$ cat config.mk
export PLATFORM = sky130hd
export DESIGN_NAME = pllcg_clock_gen
export DESIGN_NICKNAME = d
export VERILOG_FILES = /design/src/pllcg_pkg.sv /design/src/pllcg_tick_if.sv /design/src/pllcg_rate_ticker.sv /design/src/pllcg_clock_gen.sv
export VERILOG_INCLUDE_DIRS = /design/src /design/src/src
export SDC_FILE = /design/constraint.sdc
export NUM_CORES = 1
export LEC_CHECK = 0
export BUFFER_PORTS_ARGS = -buffer_cell sky130_fd_sc_hd__buf_4
export CORE_MARGIN = 5
export CORE_UTILIZATION = 40
export CTS_CLUSTER_SIZE = 30
export DETAILED_ROUTE_END_ITERATION = 8
export SLEW_MARGIN = 5
export SYNTH_ARGS = -nofsm -noshare
export SYNTH_HDL_FRONTEND = slang
export SYNTH_HIERARCHICAL = 1
export SYNTH_SLANG_ARGS = --single-unit
$ cat constraint.sdc
create_clock -name clk_i -period 5.54 [get_ports clk_i]
set_input_delay 0.831 -clock clk_i [delete_from_list [all_inputs] [get_ports clk_i]]
set_output_delay 0.831 -clock clk_i [all_outputs]
set_load 0.01 [all_outputs]
$ cat src/pllcg_consts.svh
`ifndef PLLCG_CONSTS_SVH
`define PLLCG_CONSTS_SVH

// Register indices; the byte address is four times the index
`define PLLCG_IDX_PLL_STATUS 16'h7011
`define PLLCG_IDX_HS_PRESCALE 16'h701a
`define PLLCG_IDX_LS_PRESCALE 16'h701b
`define PLLCG_IDX_PCLK_EN0 16'h701c
`define PLLCG_IDX_PCLK_EN1 16'h701d
`define PLLCG_IDX_LPM_CTRL 16'h701e
`define PLLCG_IDX_PCLK_EN3 16'h7020
`define PLLCG_IDX_PLL_RATIO 16'h7021
`define PLLCG_IDX_SYS_CTRL 16'h7022
`define PLLCG_IDX_WD_COUNT 16'h7023
`define PLLCG_IDX_WD_KEY 16'h7025
`define PLLCG_IDX_WD_CTRL 16'h7029
`define PLLCG_IDX_PWM_REMAP 16'h702e

// Field positions
`define PLLCG_STS_LOCK_BIT 0
`define PLLCG_STS_RATIO_SELECT_LSB 1
`define PLLCG_STS_RATIO_SELECT_MSB 2
`define PLLCG_MULT_MSB 3
`define PLLCG_LPM_MSB 1

// Reset values
`define PLLCG_RST_WORD 16'h0000
`define PLLCG_RST_MULT 4'h0
`define PLLCG_RST_RATIO_SELECT 2'h0

// Encodings and limits
`define PLLCG_MULT_BYPASS 4'h0
`define PLLCG_MULT_MAX 4'ha
`define PLLCG_RATIO_SELECT_QUARTER_HI 2'h1
`define PLLCG_RATIO_SELECT_HALF 2'h2
`define PLLCG_RATIO_SELECT_ONE 2'h3
`define PLLCG_DIV_QUARTER 3'h4
`define PLLCG_DIV_HALF 3'h2
`define PLLCG_DIV_ONE 3'h1

// Timing counts
`define PLLCG_LOCK_CYCLES 131072
`define PLLCG_EN_DELAY 2'h2

`endif

$ cat src/pllcg_pkg.sv
package pllcg_pkg;

  // Lock tracking of the multiplier loop
  typedef enum logic [1:0] {
    PLLCG_LOCKED,
    PLLCG_LOCKING
  } pllcg_lock_e;

  typedef logic [15:0] pllcg_word_t;

endpackage

$ cat src/pllcg_tick_if.sv
`timescale 1ns/100ps
interface pllcg_tick_if;
  logic [3:0] mult;
  logic [2:0] div;
  logic tick;

  // Control side sets the rate, generator side returns ticks
  modport ctrl (output mult, output div, input tick);
  modport gen (input mult, input div, output tick);
endinterface

$ cat src/pllcg_rate_ticker.sv
`timescale 1ns/100ps
`include "pllcg_consts.svh"
module pllcg_rate_ticker
  import pllcg_pkg::*;
(
  // Clock and reset
  input wire logic clk_i,
  input wire logic rstn_i,
  // Rate in, ticks out
  pllcg_tick_if.gen tk
);

  logic [4:0] acc_q;
  logic [4:0] acc_d;
  logic [4:0] sum;
  logic [4:0] div_w;
  logic tick_q;
  logic tick_d;

  // Fractional rate: mult/div ticks per oscillator cycle, at most one
  always_comb begin
    div_w = {2'h0, tk.div};
    sum = acc_q + {1'h0, tk.mult};
    tick_d = 1'b0;
    acc_d = sum;
    if (sum >= div_w) begin
      tick_d = 1'b1;
      acc_d = sum - div_w;
    end
    // Saturate so a rate above one tick a cycle cannot wind up
    if (acc_d >= div_w) begin
      acc_d = div_w - 5'h01;
    end
  end

  // Accumulator and registered tick
  always_ff @(posedge clk_i or negedge rstn_i) begin
    if (!rstn_i) begin
      acc_q <= 5'h00;
      tick_q <= 1'b0;
    end else begin
      acc_q <= acc_d;
      tick_q <= tick_d;
    end
  end

  assign tk.tick = tick_q;

endmodule

$ cat src/pllcg_clock_gen.sv
`timescale 1ns/100ps
`include "pllcg_consts.svh"
module pllcg_clock_gen
  import pllcg_pkg::*;
#(
  parameter int ADDR_W = 18,
  parameter int LOCK_CYC = `PLLCG_LOCK_CYCLES
) (
  // Oscillator clock and reset
  input wire logic clk_i,
  input wire logic rstn_i,
  // Register port
  input wire logic [ADDR_W-1:0] addr_i,
  input wire logic [15:0] wdata_i,
  input wire logic wr_i,
  input wire logic rd_i,
  output logic [15:0] rdata_o,
  // Clock outputs
  output logic system_clock_out_o,
  output logic [3:0] pll_mult_o,
  output logic pll_bypass_o,
  output logic pll_lock_done_o,
  // Peripheral clock gates and settings
  output logic [15:0] periph_clock_enables0_o,
  output logic [15:0] periph_clock_enables1_o,
  output logic [15:0] periph_clock_enables3_o,
  output logic [15:0] hs_prescale_o,
  output logic [15:0] ls_prescale_o,
  output logic [1:0] lpm_mode_o
);

  // The multiplier loop itself is not built: the system clock leaves as a
  // one-cycle tick stream on the oscillator clock, at most one tick a cycle.
  // Bypass forces a multiplier of one, so the divided oscillator rate shows.
  // A rate above the oscillator rate is capped, a known model limitation.
  // Registers are word indices on a byte address four times the index.
  // Read data stand one cycle after the strobe and read zero otherwise.
  localparam int CW = $clog2(LOCK_CYC + 1);
  localparam logic [CW-1:0] LOCK_LOAD = CW'(LOCK_CYC - 1);
  localparam logic [1:0] EN_NONE = 2'h3;
  localparam logic [2:0] MISC_NONE = 3'h7;

  // Word index of a byte address; misaligned addresses decode nowhere
  function automatic logic [15:0] word_idx(input logic [ADDR_W-1:0] a);
    logic [ADDR_W-1:0] sh;
    sh = a >> 2;
    if (a[1:0] != 2'h0) begin
      word_idx = 16'hffff;
    end else begin
      word_idx = sh[15:0];
    end
  endfunction

  // Slot of a peripheral clock enable register
  function automatic logic [1:0] en_slot(input logic [15:0] idx);
    case (idx)
      `PLLCG_IDX_PCLK_EN0: en_slot = 2'h0;
      `PLLCG_IDX_PCLK_EN1: en_slot = 2'h1;
      `PLLCG_IDX_PCLK_EN3: en_slot = 2'h2;
      default: en_slot = EN_NONE;
    endcase
  endfunction

  // Slot of a plain storage register
  function automatic logic [2:0] misc_slot(input logic [15:0] idx);
    case (idx)
      `PLLCG_IDX_HS_PRESCALE: misc_slot = 3'h0;
      `PLLCG_IDX_LS_PRESCALE: misc_slot = 3'h1;
      `PLLCG_IDX_LPM_CTRL: misc_slot = 3'h2;
      `PLLCG_IDX_SYS_CTRL: misc_slot = 3'h3;
      `PLLCG_IDX_WD_KEY: misc_slot = 3'h4;
      `PLLCG_IDX_WD_CTRL: misc_slot = 3'h5;
      `PLLCG_IDX_PWM_REMAP: misc_slot = 3'h6;
      default: misc_slot = MISC_NONE;
    endcase
  endfunction

  pllcg_tick_if tk ();

  // Decoded register selects
  logic [15:0] idx;
  logic [1:0] wr_en_slot;
  logic [2:0] wr_misc_slot;
  logic sts_hit;
  logic ratio_hit;

  // Multiplier loop state
  logic [3:0] mult_q;
  logic [1:0] ratio_select_q;
  pllcg_lock_e lock_state_q;
  logic [CW-1:0] lock_cnt_q;
  logic lock_done_q;
  logic lock_fire;
  logic mult_wr;
  logic bypass;

  // Peripheral clock enable staging, one slot per register
  logic [15:0] en_q [3];
  logic [15:0] en_pend_val_q [3];
  logic en_pend_q [3];
  logic [1:0] en_cnt_q [3];
  logic en_apply [3];

  // Plain storage and read path
  logic [15:0] misc_q [7];
  logic [15:0] rdata_q;
  logic [15:0] rd_val;

  // Address decode shared by reads and writes
  always_comb begin
    idx = word_idx(addr_i);
    wr_en_slot = en_slot(idx);
    wr_misc_slot = misc_slot(idx);
    sts_hit = (idx == `PLLCG_IDX_PLL_STATUS);
    ratio_hit = (idx == `PLLCG_IDX_PLL_RATIO);
  end

  // Reserved multiplier codes are dropped so the loop never sees them
  assign mult_wr = wr_i && ratio_hit &&
                   (wdata_i[`PLLCG_MULT_MSB:0] <= `PLLCG_MULT_MAX);

  // Multiplier field of the ratio register
  always_ff @(posedge clk_i or negedge rstn_i) begin
    if (!rstn_i) begin
      mult_q <= `PLLCG_RST_MULT;
    end else if (mult_wr) begin
      mult_q <= wdata_i[`PLLCG_MULT_MSB:0];
    end
  end

  // Ratio select field of the status register; lock bit is read only
  always_ff @(posedge clk_i or negedge rstn_i) begin
    if (!rstn_i) begin
      ratio_select_q <= `PLLCG_RST_RATIO_SELECT;
    end else if (wr_i && sts_hit) begin
      ratio_select_q <= wdata_i[`PLLCG_STS_RATIO_SELECT_MSB:`PLLCG_STS_RATIO_SELECT_LSB];
    end
  end

  // Lock timer restarts on every accepted multiplier write
  always_ff @(posedge clk_i or negedge rstn_i) begin
    if (!rstn_i) begin
      lock_state_q <= PLLCG_LOCKED;
      lock_cnt_q <= '0;
    end else if (mult_wr) begin
      lock_state_q <= PLLCG_LOCKING;
      lock_cnt_q <= LOCK_LOAD;
    end else begin
      case (lock_state_q)
        PLLCG_LOCKING: begin
          // Count down to zero, then one more edge declares lock
          if (lock_cnt_q == '0) begin
            lock_state_q <= PLLCG_LOCKED;
          end else begin
            lock_cnt_q <= lock_cnt_q - 1'b1;
          end
        end
        PLLCG_LOCKED: begin
          lock_cnt_q <= '0;
        end
        default: begin
          lock_state_q <= PLLCG_LOCKED;
        end
      endcase
    end
  end

  // Count has run out while still settling
  assign lock_fire = (lock_state_q == PLLCG_LOCKING) && (lock_cnt_q == '0);

  // Lock flag; a write beats a finishing count since that count is stale
  always_ff @(posedge clk_i or negedge rstn_i) begin
    if (!rstn_i) begin
      lock_done_q <= 1'b1;
    end else if (mult_wr) begin
      lock_done_q <= 1'b0;
    end else if (lock_fire) begin
      lock_done_q <= 1'b1;
    end
  end

  // Bypass while the multiplier is zero or the loop is still settling
  assign bypass = (mult_q == `PLLCG_MULT_BYPASS) ||
                  (lock_state_q != PLLCG_LOCKED);

  // Rate fed to the tick generator
  always_comb begin
    // Bypass runs the ticker at a multiplier of one, still divided by the ratio select
    tk.mult = bypass ? 4'h1 : mult_q;
    case (ratio_select_q)
      `PLLCG_RATIO_SELECT_HALF: tk.div = `PLLCG_DIV_HALF;
      // Undivided only when bypassed; with the loop running it falls to /2
      `PLLCG_RATIO_SELECT_ONE: tk.div = bypass ? `PLLCG_DIV_ONE : `PLLCG_DIV_HALF;
      default: tk.div = `PLLCG_DIV_QUARTER;
    endcase
  end

  pllcg_rate_ticker u_ticker (
    .clk_i (clk_i),
    .rstn_i (rstn_i),
    .tk (tk)
  );

  // CPU clock tick leaves unchanged as system clock out
  assign system_clock_out_o = tk.tick;

  // A staged write is due on the second tick after it was taken
  always_comb begin
    for (int i = 0; i < 3; i++) begin
      en_apply[i] = en_pend_q[i] && tk.tick &&
                    (en_cnt_q[i] == (`PLLCG_EN_DELAY - 2'h1));
    end
  end

  // Peripheral clock enables: stage the write, apply on the second tick
  always_ff @(posedge clk_i or negedge rstn_i) begin
    if (!rstn_i) begin
      for (int i = 0; i < 3; i++) begin
        en_q[i] <= `PLLCG_RST_WORD;
        en_pend_val_q[i] <= `PLLCG_RST_WORD;
        en_pend_q[i] <= 1'b0;
        en_cnt_q[i] <= 2'h0;
      end
    end else begin
      for (int i = 0; i < 3; i++) begin
        if (wr_i && (wr_en_slot == 2'(i))) begin
          en_pend_val_q[i] <= wdata_i;
          en_pend_q[i] <= 1'b1;
          en_cnt_q[i] <= 2'h0;
        end else if (en_apply[i]) begin
          en_q[i] <= en_pend_val_q[i];
          en_pend_q[i] <= 1'b0;
          en_cnt_q[i] <= 2'h0;
        end else if (en_pend_q[i] && tk.tick) begin
          en_cnt_q[i] <= en_cnt_q[i] + 2'h1;
        end
      end
    end
  end

  // Plain storage registers
  always_ff @(posedge clk_i or negedge rstn_i) begin
    if (!rstn_i) begin
      for (int i = 0; i < 7; i++) begin
        misc_q[i] <= `PLLCG_RST_WORD;
      end
    end else if (wr_i && (wr_misc_slot != MISC_NONE)) begin
      misc_q[wr_misc_slot] <= wdata_i;
    end
  end

  // Read mux; enable registers read back what software last wrote
  // Watchdog counter and unmapped indices fall through to zero
  always_comb begin
    rd_val = 16'h0000;
    if (wr_en_slot != EN_NONE) begin
      rd_val = en_pend_val_q[wr_en_slot];
    end else if (wr_misc_slot != MISC_NONE) begin
      rd_val = misc_q[wr_misc_slot];
    end else if (sts_hit) begin
      rd_val[`PLLCG_STS_LOCK_BIT] = lock_done_q;
      rd_val[`PLLCG_STS_RATIO_SELECT_MSB:`PLLCG_STS_RATIO_SELECT_LSB] = ratio_select_q;
    end else if (ratio_hit) begin
      rd_val[`PLLCG_MULT_MSB:0] = mult_q;
    end
  end

  // Read data stands only in the cycle after the strobe
  // Clearing between reads keeps stale data off the bus
  always_ff @(posedge clk_i or negedge rstn_i) begin
    if (!rstn_i) begin
      rdata_q <= 16'h0000;
    end else if (rd_i) begin
      rdata_q <= rd_val;
    end else begin
      rdata_q <= 16'h0000;
    end
  end

  // Outputs
  assign rdata_o = rdata_q;
  assign pll_mult_o = mult_q;
  assign pll_bypass_o = bypass;
  assign pll_lock_done_o = lock_done_q;
  assign periph_clock_enables0_o = en_q[0];
  assign periph_clock_enables1_o = en_q[1];
  assign periph_clock_enables3_o = en_q[2];
  assign hs_prescale_o = misc_q[0];
  assign ls_prescale_o = misc_q[1];
  assign lpm_mode_o = misc_q[2][`PLLCG_LPM_MSB:0];

endmodule

==> results.txt, run 1 <==
----------------------------------------------------
[Run status]
  Result of the run ... finished, final reports clean

[Clocking]
  Buffers inserted during post-CTS setup optimization ... 0
  # clock sinks ... 265
  Clock latency on the worst-skew pair ... approximately 0.55 ns
  Number of instances resized during post-cts repair ... 0
  Buffer type at the clock tree root ... sky130_fd_sc_hd__clkbuf_16
  Clock input transition at the sequential cells of the worst setup and hold paths ... roughly 0.06 ns
  CTS tree ... done
  H-tree depth ... 1
  CTS max path bufs ... 3
  Number of clock buffers inserted by TritonCTS ... 30
  Post-CTS Hold Fix Bufs ... 0

[Synthesis]
  Synthesized net count ... 1,073
  Leading cell type by number of instances after synthesis ... sky130_fd_sc_hd__dfrtp_1
  Ys flop type ... sky130_fd_sc_hd__dfrtp_1
  Number of different library cells in the post-synthesis netlist ... 76
  Fraction of synthesized cell area taken by the top area cell type ... 0.525
  Average size of a mapped cell ... roughly 12 um^2
  Synth top area cells ... sky130_fd_sc_hd__dfrtp_1 (52%), sky130_fd_sc_hd__mux2_2 (19%), sky130_fd_sc_hd__buf_4 (2.0%)
  Commonest cells in the netlist ... sky130_fd_sc_hd__dfrtp_1 (264), sky130_fd_sc_hd__mux2_2 (217), sky130_fd_sc_hd__nand2_1 (47)
  Cell type with the highest aggregate area in the netlist ... sky130_fd_sc_hd__dfrtp_1
  Number of enable-type register cells in the synthesized netlist ... 0
  Share of flip-flops with an asynchronous set or reset ... 1.00
  Post-synthesis cell count ... ~1,000
  Count of state elements after synthesis ... 265
  Synthesis warning total ... 6
  Part of the Yosys area used for sequential elements ... 0.527
  Cell area after technology mapping ... 12,600 um^2

[Route]
  Violation count after the first detailed-routing iteration ... ~540
  Vias ... roughly 8,600
  Total iterations of the first detailed-routing run ... 5
  Post-route DRC ... 0
  Avg WL per Cell ... around 22 um
  Total wire length ... between 30 and 40 mm
  Via density per instance ... between 5 and 6
  Post-DRT Antenna Nets ... 0

[Final layout]
  Fraction of layout cells with a size suffix above 1 ... 0.404
  Core occupancy in the finished layout ... 0.478
  Area of all placed cells without fillers ... 15,000 um^2
  Final instance count without filler cells ... 1,545
  Signed area change from the synthesized netlist to the final layout ... 18.8%
  Number of nets in the finished design ... between 1,000 and 1,500

[Job]
  Number of max-capacitance violations reported ... 0

[Setup path]
  Setup slack of the worst register-to-register path ... approximately 0.57 ns
  Delay of the slowest cell on the worst path ... around 0.47 ns
  CP Cell Sequence ... inv_1 > o41ai_1 > or2_2 > ha_1 > inv_1 > fa_1 > inv_1 > ha_1 > a21o_1 > a21oi_1 > and4bb_4 > mux2_2 > ha_1 > nand2b_1 > a21o_1 > a21oi_1 > nor3b_1 > a21oi_2 > mux2_2
  R2r endpoint ... u_ticker/acc_q[2]
  Worst Setup Path Type ... reg2reg
  Critical path launch point type ... flop
  Worst-path cell with the longest stage delay ... sky130_fd_sc_hd__dfrtp_1
  Start of the worst register-to-register path ... lock_state_q[0]
  Required time of the critical path ... around 6.0 ns
  Critical Path End Type ... flop
  Arrival @ worst endpoint ... 5.39 ns
  Maximum net fanout on the critical path ... 11
  Cells on worst reg2reg path ... 19

[Placement]
  Cell total after placement ... between 1,000 and 1,500
  Cell area after placement ... 13,800 um^2
  Global placer's final weighted congestion ... 0.910
  DP Wirelength ... 23.9 mm
  Buffers on Ports ... ~140

[Floorplanning]
  I/O pin count ... ~140
  Starting density of the core ... 0.402
  Core Rows ... 65
  Chip width ... 187 um
  Core area ... about 31,000 um^2
  Die Y ... 187 um
  DIE AREA ... ~35,000 um^2

[Global routing]
  Global route overflow ... 0
  Antenna violations before repair ... 0
  All-layer global routing usage ... 0.190
  Pin count of the biggest net entering global routing ... 114
  Routing usage on met1 ... 0.261
  First-pass GRT wire length ... 53.1 mm
  Met2 demand-to-capacity share in global routing ... 0.321
  Most Crowded Layer GR ... met2
  Met3 global-route usage ... 0.0312
  Vias in the first global route ... around 8,900

[Timing]
  Max-Slew Margin vs Limit ... 0.263
  Final Max Tran Viols ... 0
  Maximum operating frequency ... 0.201 GHz
  RSZ-0062 raised after global routing ... false
  Maximum clock skew at final layout ... between 0.01 and 0.015 ns
  Worst-Margin Slew ... approximately 1.1 ns
  Fin crit share ... 0.896
  Worst-case hold slack ... 0.299 ns
  Number of failing hold endpoints at the final stage ... 0
  # setup viols final ... 0
  Post-Route Setup TNS ... 0 ns
  Period minus WS final ... roughly 5 ns

[Power and ir drop]
  Leakage ... roughly 0.0072 uW
  Peak supply drop ... around 0.21 mV
  PD cells ... approximately 320 nW/um^2

[Min path]
  Path category of the worst min-delay check ... in2async

----------------------------------------------------
routing by layer:
| layer | part of all wire | vias to the layer above |
|---|---|---|
| met5 | 0 | - |
| met4 | 0.018 | 0 |
| met3 | 0.047 | 53 |
| met2 | 0.49 | 237 |
| met1 | 0.45 | 4420 |
| li1 | - | 3923 |
flip-flops by register name (all words and copies together), names as in the netlist, 2 cells and up:
register	cells
ls_prescale_o	16
periph_clock_enables3_o	16
misc_q	78
rdata_o	16
en_pend_val_q	48
hs_prescale_o	16
lock_cnt_q	18
en_pend_q	3
ratio_select_q	2
en_cnt_q	6
u_ticker/acc_q	5
lpm_mode_o	2
pll_mult_o	4
periph_clock_enables1_o	16
periph_clock_enables0_o	16
worst max-delay path: cells and delay by family (launching register included):
kind	cells	cell delay [ns]
adder cells (fa/ha/maj)	4	1.12
flip-flops	1	0.47
AO/OA/AOI/OAI	6	1.11
buffers and inverters	3	0.48
AND/OR/NAND/NOR	4	1.03
multiplexers	2	0.65
worst max-delay path by stage:
stage | start | to | cells past startpoint
after floorplan | pll_mult_o[0] | u_ticker/acc_q[1] | 18
after global placement | lock_state_q[0] | u_ticker/acc_q[2] | 19
after detailed placement | lock_state_q[0] | u_ticker/acc_q[1] | 19
after CTS | lock_state_q[0] | u_ticker/acc_q[2] | 19
after global routing | lock_state_q[0] | u_ticker/acc_q[2] | 19
final | lock_state_q[0] | u_ticker/acc_q[2] | 19
area by class of cell:
| type | count | area (um^2) |
|---|---|---|
| fillers | 2776 | 16400 |
| flip-flops and latches | 265 | 6630 |
| multi-input cells | 646 | 5430 |
| repair buffers | 156 | 1190 |
| clock buffers | 35 | 821 |
| well taps | 402 | 503 |
| clock inverters | 21 | 308 |
| inverters | 19 | 71.3 |
| diodes | 1 | 2.50 |
report_power, final:
group	switching (uW)	total, uW	internal, uW
Combinational	278	513	235
Sequential	18.8	1970	1950
Clock	842	2230	1390
Total	1140	4720	3580
metrics by stage:
stage	total power (uW)	setup slack, ns
2_1_floorplan	2360	0.726
3_5_place_dp	2520	0.594
4_1_cts	4770	0.546
6_report	4720	0.574
3_3_place_gp	2520	0.665
5_1_grt	4900	0.156
kinds of logic (layout without fill, tap and decap cells):
kind of cell	after synthesis	count (layout)	synth area share
simple gates	222	222	0.101
fa+ha+maj	14	14	0.0151
compound gates	149	149	0.0835
buf+inv	110	231	0.0450
flops	265	265	0.527
mux	239	239	0.213
xor+xnor	22	22	0.0159
other cells	0	1	0
layout by cell type (no fill, tap or decap), drive strengths merged, types with 3 or more instances in the layout:
cell type / Yosys / layout
a211o: 9 / 9
a211oi: 6 / 6
a21o: 9 / 9
a21oi: 28 / 28
a221oi: 6 / 6
a31oi: 6 / 6
buf: 62 / 156
bufinv: 0 / 7
clkbuf: 29 / 35
clkinv: 1 / 9
clkinvlp: 0 / 5
dfrtp: 264 / 264
ha: 12 / 12
inv: 18 / 19
mux2: 222 / 222
mux2i: 17 / 17
nand2: 47 / 47
nand2b: 10 / 10
nand3: 30 / 30
nand3b: 5 / 5
nand4: 4 / 4
nor2: 29 / 29
nor2b: 9 / 9
nor3: 20 / 20
nor3b: 7 / 7
nor4: 25 / 25
o211ai: 6 / 6
o21ai: 26 / 26
o221ai: 15 / 15
o22a: 5 / 5
o22ai: 17 / 17
or2: 6 / 6
or3: 7 / 7
or4: 7 / 7
or4b: 3 / 3
xnor2: 11 / 11
xor2: 11 / 11
(Power assumes the default switching activity.)
==> inputs of run 2 (changes only) <==
--- a/config.mk
+++ b/config.mk
@@ -14,5 +14,4 @@
 export SLEW_MARGIN = 5
 export SYNTH_ARGS = -nofsm -noshare
 export SYNTH_HDL_FRONTEND = slang
-export SYNTH_HIERARCHICAL = 1
 export SYNTH_SLANG_ARGS = --single-unit
==> results.txt, run 2 <==
----------------------------------------------------
[Clocking]
  Post-CTS Hold Fix Bufs ... 0 (unchanged)
  CTS tree ... done (unchanged)
  H-tree depth ... 1 (unchanged)
  Number of instances resized during post-cts repair ... 0 (unchanged)
  # clock sinks ... 265 (unchanged)
  Buffers inserted during post-CTS setup optimization ... 0 (unchanged)
  Number of clock buffers inserted by TritonCTS ... 29 (was 30)
  Buffer type at the clock tree root ... sky130_fd_sc_hd__clkbuf_16 (unchanged)
  Clock latency on the worst-skew pair ... 0.56 ns (was 0.55 ns)
  CTS max path bufs ... 3 (unchanged)
  Clock input transition at the sequential cells of the worst setup and hold paths ... 0.06 ns (about the same)

[Synthesis]
  Synth top area cells ... sky130_fd_sc_hd__dfrtp_1 (53%), sky130_fd_sc_hd__mux2_2 (17%), sky130_fd_sc_hd__nand2_1 (4.1%) (was sky130_fd_sc_hd__dfrtp_1 (52%), sky130_fd_sc_hd__mux2_2 (19%), sky130_fd_sc_hd__buf_4 (2.0%))
  Ys flop type ... sky130_fd_sc_hd__dfrtp_1 (unchanged)
  Commonest cells in the netlist ... sky130_fd_sc_hd__dfrtp_1 (264), sky130_fd_sc_hd__mux2_2 (182), sky130_fd_sc_hd__nand2_1 (134) (was sky130_fd_sc_hd__dfrtp_1 (264), sky130_fd_sc_hd__mux2_2 (217), sky130_fd_sc_hd__nand2_1 (47))
  Cell type with the highest aggregate area in the netlist ... sky130_fd_sc_hd__dfrtp_1 (unchanged)
  Post-synthesis cell count ... 1,058 (was 1,021)
  Cell area after technology mapping ... 12,400 um^2 (was 12,600 um^2)
  Synthesis warning total ... 0 (was 6)
  Leading cell type by number of instances after synthesis ... sky130_fd_sc_hd__dfrtp_1 (unchanged)
  Fraction of synthesized cell area taken by the top area cell type ... 0.534 (was 0.525)
  Share of flip-flops with an asynchronous set or reset ... 1.00 (unchanged)
  Part of the Yosys area used for sequential elements ... 0.536 (was 0.527)
  Number of different library cells in the post-synthesis netlist ... 71 (was 76)
  Number of enable-type register cells in the synthesized netlist ... 0 (unchanged)
  Average size of a mapped cell ... 11.7 um^2 (was 12.3 um^2)
  Count of state elements after synthesis ... 265 (unchanged)

[Setup path]
  Required time of the critical path ... 5.96 ns (was 5.97 ns)
  Critical Path End Type ... flop (unchanged)
  Total buffers and inverters traversed by the critical path ... 1 (was 3)
  Critical path launch point type ... flop (unchanged)
  Delay of the slowest cell on the worst path ... 0.45 ns (was 0.47 ns)
  Arrival @ worst endpoint ... 5.17 ns (was 5.39 ns)
  Cell family with most CP delay ... adder cells (unchanged)
  Most used cell, CP ... sky130_fd_sc_hd__ha_1
  Worst Setup Path Type ... reg2reg (unchanged)
  Maximum net fanout on the critical path ... 5 (was 11)
  CP Cell Sequence ... o41ai_1 > or2_2 > ha_1 > fa_1 > ha_1 > nor2b_1 > o21ai_0 > nand2b_1 > nor4bb_1 > buf_4 > mux2_2 > ha_1 > nand2b_1 > a21o_1 > a21oi_1 > and2_1 > a32oi_1 > mux2_2 (was inv_1 > o41ai_1 > or2_2 > ha_1 > inv_1 > fa_1 > inv_1 > ha_1 > a21o_1 > a21oi_1 > and4bb_4 > mux2_2 > ha_1 > nand2b_1 > a21o_1 > a21oi_1 > nor3b_1 > a21oi_2 > mux2_2)
  Worst-path cell with the longest stage delay ... sky130_fd_sc_hd__fa_1 (was sky130_fd_sc_hd__dfrtp_1)

[Floorplanning]
  Core area ... 30,600 um^2 (was 31,300 um^2)
  Die Y ... 186 um (was 187 um)
  Chip width ... 186 um (was 187 um)
  I/O pin count ... 143 (unchanged)
  DIE AREA ... 34,500 um^2 (was 35,100 um^2)
  Starting density of the core ... 0.404 (was 0.402)
  Core Rows ... 64 (was 65)

[Timing]
  Maximum clock skew at final layout ... 0.0162 ns (was 0.0102 ns)
  RSZ-0062 raised after global routing ... false (unchanged)
  Period minus WS final ... 4.75 ns (was 4.97 ns)
  Post-Route Setup TNS ... 0 ns (unchanged)
  Final Max Tran Viols ... 0 (unchanged)
  Number of failing hold endpoints at the final stage ... 0 (unchanged)
  Max-Slew Margin vs Limit ... 0.268 (was 0.263)
  Maximum operating frequency ... 0.211 GHz (was 0.201 GHz)
  Worst-Margin Slew ... 1.10 ns (about the same)
  # setup viols final ... 0 (unchanged)
  Final Worst Setup Slack ... 0.791 ns (was 0.574 ns)
  Fin crit share ... 0.857 (was 0.896)

[Min path]
  Path category of the worst min-delay check ... in2async (unchanged)

[Power and ir drop]
  PD cells ... 304 nW/um^2 (was 315 nW/um^2)
  Leakage ... 0.00720 uW (was 0.00717 uW)
  Peak supply drop ... 0.213 mV (was 0.210 mV)

[Final layout]
  Most common cell after layout, fill and taps aside ... sky130_fd_sc_hd__dfrtp_1 (unchanged)
  Leading registers by flop count ... misc_q: 78 flops, en_pend_val_q: 48 flops, lock_cnt_q: 18 flops (unchanged)
  Top register by number of flip-flops ... misc_q (unchanged)
  Number of antenna repair diodes ... 0 (was 1)
  Signed area change from the synthesized netlist to the final layout ... 18.3% (was 18.8%)
  Max FFs per register ... 78 (unchanged)
  Most frequent cells in the layout ... sky130_fd_sc_hd__dfrtp_1 (264), sky130_fd_sc_hd__mux2_2 (182), sky130_fd_sc_hd__buf_4 (158), sky130_fd_sc_hd__nand2_1 (134), sky130_fd_sc_hd__nor2_1 (36) (was sky130_fd_sc_hd__dfrtp_1 (264), sky130_fd_sc_hd__mux2_2 (217), sky130_fd_sc_hd__buf_4 (154), sky130_fd_sc_hd__nand2_1 (47), sky130_fd_sc_hd__clkbuf_16 (31))
  Number of nets in the finished design ... 1,205 (was 1,170)
  Fraction of layout cells with a size suffix above 1 ... 0.351 (was 0.404)
  Final instance count without filler cells ... 1,571 (was 1,545)

[Global routing]
  All-layer global routing usage ... 0.197 (was 0.190)
  Global route overflow ... 0 (unchanged)
  Antenna violations before repair ... 1 (was 0)
  Pin count of the biggest net entering global routing ... 116 (was 114)
  First-pass GRT wire length ... 53.1 mm (about the same)
  Vias in the first global route ... 8,953 (was 8,935)

[Route]
  Via density per instance ... 5.52 (was 5.59)
  Total iterations of the first detailed-routing run ... 5 (unchanged)
  Violation count after the first detailed-routing iteration ... 494 (was 542)
  Post-route DRC ... 0 (unchanged)
  Post-DRT Antenna Nets ... 0 (unchanged)
  Total wire length ... 34.0 mm (about the same)
  Vias ... 8,667 (was 8,633)
  Avg WL per Cell ... 21.7 um (was 22.0 um)

[Placement]
  Cell total after placement ... 1,518 (was 1,488)
  DP Wirelength ... 23.7 mm (was 23.9 mm)
  Buffers on Ports ... 142 (unchanged)
  Worst slack, placed ... 0.803 ns (was 0.594 ns)
  Global placer's final weighted congestion ... 0.935 (was 0.910)

[Job]
  Number of max-capacitance violations reported ... 0 (unchanged)

[Run status]
  Result of the run ... finished, final reports clean (unchanged)

----------------------------------------------------
[run 2: cell types whose count changed in the layout (fill, tap and decap cells not counted), sizes merged, moves of 10 or more]
cell and change:
nand2 +87, nor3 -10, nand3 -15, mux2 -38
[run 2: final timing paths]
kind,slack (ns),cells after the start,endpoint,start
setup / recovery,0.79,18,u_ticker.acc_q[2],pll_mult_o[0]
max in group asynchronous,3.99,2,periph_clock_enables0_o[12],rstn_i
setup reg to reg,0.79,18,u_ticker.acc_q[2],pll_mult_o[0]
hold / removal,0.35,1,u_ticker.acc_q[1],rstn_i
min in group clk_i,0.48,2,misc_q[67],misc_q[67]
hold reg to reg,0.48,2,misc_q[67],misc_q[67]
[run 2: cell type report]
type	instances	area, um^2
sequential	265	6630
clock inverter	14	213
multi-input combinational	682	5190
tap	396	495
clock buffer	39	823
inverter	15	56.3
timing repair buffer	160	1220
fill	2838	16000
[run 2: logic make-up (layout without fill, tap and decap cells)]
logic type	count (synthesis)	count (layout)	share of synthesized area
fa+ha+maj	14	14	0.0154
xor+xnor	25	25	0.0177
flops	265	265	0.536
mux	196	196	0.177
other cells	1	2	0.000303
buf+inv	112	228	0.0463
simple gates	297	297	0.120
compound gates	148	148	0.0870
[run 2: worst register-to-register path: cells and delay by family, from the launching register on]
family | cells | cell delay (ns)
flip-flops | 1 | 0.42
AND/OR/NAND/NOR | 6 | 0.96
buffers and inverters | 1 | 0.18
AO/OA/AOI/OAI | 5 | 1.11
multiplexers | 2 | 0.74
adder cells (fa/ha/maj) | 4 | 1.21
[run 2: where the power goes]
part	internal, uW	switching (uW)	leakage [uW]
registers	1960	20.9	0.00359
logic	167	221	0.00310
clock network	1280	804	0.000513
[run 2: metal layers]
layer / vias up / GRT usage / wire length, um
met3: 52 / 0.0305 / 1660
li1: 3964 / - / -
met2: 243 / 0.330 / 16600
met1: 4406 / 0.270 / 14900
met5: - / 0 / 13
met4: 2 / 0.0481 / 800
[run 2: per-stage QoR]
step | instance area (um^2) | util | hold slack (ns) | total power [uW]
floorplan | 12400 | - | 0.450 | 2260
global placement | 13600 | 0.444 | 0.465 | 2410
detailed placement | 13600 | 0.444 | 0.471 | 2410
CTS | 14600 | 0.478 | 0.420 | 4490
global route | 14600 | 0.478 | 0.430 | 4620
finish | 14600 | 0.478 | 0.348 | 4450
==> inputs of run 3 (changes only) <==
--- a/config.mk
+++ b/config.mk
@@ -7,10 +7,13 @@
 export NUM_CORES = 1
 export LEC_CHECK = 0
 export BUFFER_PORTS_ARGS = -buffer_cell sky130_fd_sc_hd__buf_4
+export CAP_MARGIN = 20
 export CORE_MARGIN = 5
 export CORE_UTILIZATION = 40
+export CTS_BUF_LIST = sky130_fd_sc_hd__clkbuf_4 sky130_fd_sc_hd__clkbuf_8
 export CTS_CLUSTER_SIZE = 30
 export DETAILED_ROUTE_END_ITERATION = 8
+export PLACE_DENSITY_LB_ADDON = 0.05
 export SLEW_MARGIN = 5
 export SYNTH_ARGS = -nofsm -noshare
 export SYNTH_HDL_FRONTEND = slang
==> results.txt, run 3 (same netlist as run 2, synthesis figures left out) <==
----------------------------------------------------
[Run status]
  Result of the run ... finished, final reports clean (unchanged)

[Floorplanning]
  Core Rows ... 64 (unchanged)
  Die Y ... 186 um (unchanged)
  Starting density of the core ... 0.404 (unchanged)
  Core area ... 30,600 um^2 (unchanged)
  I/O pin count ... 143 (unchanged)
  Chip width ... 186 um (unchanged)
  DIE AREA ... 34,500 um^2 (unchanged)

[Route]
  Violation count after the first detailed-routing iteration ... 369 (was 494)
  Via density per instance ... 5.34 (was 5.52)
  Avg WL per Cell ... 22.1 um (was 21.7 um)
  Post-DRT Antenna Nets ... 0 (unchanged)
  Post-route DRC ... 0 (unchanged)
  Total wire length ... 35.6 mm (was 34.0 mm)
  Vias ... 8,593 (was 8,667)
  Total iterations of the first detailed-routing run ... 4 (was 5)

[Placement]
  Global placer's final weighted congestion ... 0.873 (was 0.935)
  Buffers on Ports ... 142 (unchanged)
  DP Wirelength ... 24.5 mm (was 23.7 mm)
  Cell area after placement ... 13,700 um^2 (was 13,600 um^2)
  Worst slack, placed ... 0.694 ns (was 0.803 ns)

[Setup path]
  Setup slack of the worst register-to-register path ... 0.63 ns (was 0.79 ns)
  Start of the worst register-to-register path ... pll_mult_o[0] (unchanged)
  Cells on worst reg2reg path ... 19 (was 18)
  Maximum net fanout on the critical path ... 5 (unchanged)
  Arrival @ worst endpoint ... 5.34 ns (was 5.17 ns)
  R2r endpoint ... u_ticker.acc_q[2] (unchanged)
  Worst Setup Path Type ... reg2reg (unchanged)
  Critical Path End Type ... flop (unchanged)
  Required time of the critical path ... 5.97 ns (was 5.96 ns)
  Critical path launch point type ... flop (unchanged)

[Global routing]
  All-layer global routing usage ... 0.206 (was 0.197)
  Antenna violations before repair ... 0 (was 1)
  First-pass GRT wire length ... 54.8 mm (was 53.1 mm)
  Global route overflow ... 0 (unchanged)
  Pin count of the biggest net entering global routing ... 120 (was 116)
  Vias in the first global route ... 9,107 (was 8,953)

[Timing]
  Post-Route Setup TNS ... 0 ns (unchanged)
  Worst-Margin Slew ... 1.12 ns (was 1.10 ns)
  Maximum clock skew at final layout ... 0.0151 ns (was 0.0162 ns)
  Period minus WS final ... 4.91 ns (was 4.75 ns)
  Max-Slew Margin vs Limit ... 0.254 (was 0.268)
  Worst-case hold slack ... 0.338 ns (was 0.348 ns)
  Fin crit share ... 0.887 (was 0.857)
  # setup viols final ... 0 (unchanged)
  Final Worst Setup Slack ... 0.627 ns (was 0.791 ns)
  Final Max Tran Viols ... 0 (unchanged)
  Number of failing hold endpoints at the final stage ... 0 (unchanged)
  Maximum operating frequency ... 0.204 GHz (was 0.211 GHz)
  RSZ-0062 raised after global routing ... false (unchanged)

[Clocking]
  CTS max path bufs ... 3 (unchanged)
  H-tree depth ... 2 (was 1)
  # clock sinks ... 265 (unchanged)
  Number of clock buffers inserted by TritonCTS ... 47 (was 29)
  Clock input transition at the sequential cells of the worst setup and hold paths ... 0.06 ns (about the same)
  Buffer type at the clock tree root ... sky130_fd_sc_hd__clkbuf_8 (was sky130_fd_sc_hd__clkbuf_16)
  Post-CTS Hold Fix Bufs ... 0 (unchanged)
  Number of instances resized during post-cts repair ... 0 (unchanged)
  CTS tree ... done (unchanged)
  Buffers inserted during post-CTS setup optimization ... 0 (unchanged)
  Clock latency on the worst-skew pair ... 0.55 ns (was 0.56 ns)

[Final layout]
  Top register by number of flip-flops ... misc_q (unchanged)
  Signed area change from the synthesized netlist to the final layout ... 18.6% (was 18.3%)
  Total area of multi-input combinational cells ... 5190 um^2 (unchanged)
  Most frequent cells in the layout ... sky130_fd_sc_hd__dfrtp_1 (264), sky130_fd_sc_hd__mux2_2 (182), sky130_fd_sc_hd__buf_4 (169), sky130_fd_sc_hd__nand2_1 (134), sky130_fd_sc_hd__clkbuf_8 (64) (was sky130_fd_sc_hd__dfrtp_1 (264), sky130_fd_sc_hd__mux2_2 (182), sky130_fd_sc_hd__buf_4 (158), sky130_fd_sc_hd__nand2_1 (134), sky130_fd_sc_hd__nor2_1 (36))
  Fillers ... 2,895 (was 2,838)
  Core occupancy in the finished layout ... 0.480 (was 0.478)
  Fraction of layout cells with a size suffix above 1 ... 0.375 (was 0.351)
  Number of nets in the finished design ... 1,234 (was 1,205)
  Leading registers by flop count ... misc_q: 78 flops, en_pend_val_q: 48 flops, lock_cnt_q: 18 flops (unchanged)
  Area of all placed cells without fillers ... 14,700 um^2 (was 14,600 um^2)
  Number of antenna repair diodes ... 0 (unchanged)
  Max FFs per register ... 78 (unchanged)
  Most common cell after layout, fill and taps aside ... sky130_fd_sc_hd__dfrtp_1 (unchanged)
  Sequential Area ... 6630 um^2 (unchanged)

[Power and ir drop]
  Part of the total power dissipated in combinational logic ... 0.091 (was 0.087)
  Clock power share ... 0.445 (was 0.468)
  Switching power as a share of total power ... 0.241 (was 0.235)
  Seq pwr share ... 0.464 (was 0.445)
  Power spent charging and discharging nets ... 1030 uW (was 1050 uW)
  Leakage ... 0.00727 uW (was 0.00720 uW)
  Internal Pwr Total ... 3240 uW (was 3400 uW)
  Peak supply drop ... 0.167 mV (was 0.213 mV)
  PD cells ... 291 nW/um^2 (was 304 nW/um^2)

[Job]
  Number of max-capacitance violations reported ... 0 (unchanged)

[Min path]
  Path category of the worst min-delay check ... in2async (unchanged)

----------------------------------------------------
-- run 3: changes by cell type in the layout (fill, tap and decap cells not counted) --
cell,previous run,this run
sky130_fd_sc_hd__bufinv_16,5,0
sky130_fd_sc_hd__clkbuf_1,4,0
sky130_fd_sc_hd__clkbuf_16,29,0
sky130_fd_sc_hd__buf_4,158,169
sky130_fd_sc_hd__clkbuf_4,0,14
sky130_fd_sc_hd__inv_16,1,0
sky130_fd_sc_hd__clkinv_2,7,2
sky130_fd_sc_hd__clkinvlp_4,1,0
sky130_fd_sc_hd__clkbuf_8,6,64
-- run 3: power by group through the flow --
stage | clock network [uW] | logic (uW) | registers [uW]
5_1_grt | 2040 | 441 | 1980
3_5_place_dp | 0 | 390 | 2010
3_3_place_gp | 0 | 386 | 2010
4_1_cts | 1950 | 393 | 1980
6_report | 1900 | 389 | 1980
2_1_floorplan | 0 | 254 | 2010
-- run 3: how the worst max path moves through the flow --
stage	cells after the start	endpoint	slack (ns)	start
after floorplan	17	u_ticker.acc_q[1]	0.46	pll_mult_o[0]
after global placement	19	u_ticker.acc_q[2]	0.81	pll_mult_o[0]
after detailed placement	19	u_ticker.acc_q[2]	0.69	pll_mult_o[0]
after CTS	19	u_ticker.acc_q[2]	0.65	pll_mult_o[0]
after global routing	19	u_ticker.acc_q[1]	0.31	pll_mult_o[0]
final	19	u_ticker.acc_q[2]	0.63	pll_mult_o[0]
-- run 3: critical path: stages, from the launching register on --
cell and delay (ns):
sky130_fd_sc_hd__dfrtp_1 0.44, sky130_fd_sc_hd__o41ai_1 0.37, sky130_fd_sc_hd__buf_4 0.18, sky130_fd_sc_hd__or2_2 0.10, sky130_fd_sc_hd__ha_1 0.17, sky130_fd_sc_hd__fa_1 0.44
sky130_fd_sc_hd__ha_1 0.33, sky130_fd_sc_hd__nor2b_1 0.13, sky130_fd_sc_hd__o21ai_0 0.17, sky130_fd_sc_hd__nand2b_1 0.13, sky130_fd_sc_hd__nor4bb_1 0.32, sky130_fd_sc_hd__buf_4 0.19
sky130_fd_sc_hd__mux2_2 0.34, sky130_fd_sc_hd__ha_1 0.27, sky130_fd_sc_hd__nand2b_1 0.10, sky130_fd_sc_hd__a21o_1 0.13, sky130_fd_sc_hd__a21oi_1 0.08, sky130_fd_sc_hd__and2_1 0.15
sky130_fd_sc_hd__a32oi_1 0.37, sky130_fd_sc_hd__mux2_2 0.38
-- run 3: stage by stage --
stage,total power (uW),instances
after global routing,4460,1609
after CTS,4320,1609
final,4260,1609
after floorplan,2260,1059
after detailed placement,2400,1529
after global placement,2400,1529
-- run 3: layout make-up --
cell class                      count  share of cell area
Clock inverter                      2            0.000682
Inverter                           15             0.00384
Multi-Input combinational cell    682               0.354
Sequential cell                   265               0.452
Tap cell                          396              0.0338
Timing Repair Buffer              171              0.0889
Clock buffer                       78              0.0672
-- run 3: layer usage --
layer  share of wire  vias to the layer above  routed length (um)  global-route usage
li1                -                     4016                   -                   -
met1            0.46                     4345               16300               0.287
met2            0.48                      175               17100               0.337
met3           0.039                       57                1400              0.0311
met4           0.024                        0                 842              0.0583
met5               0                        -                   0                   0
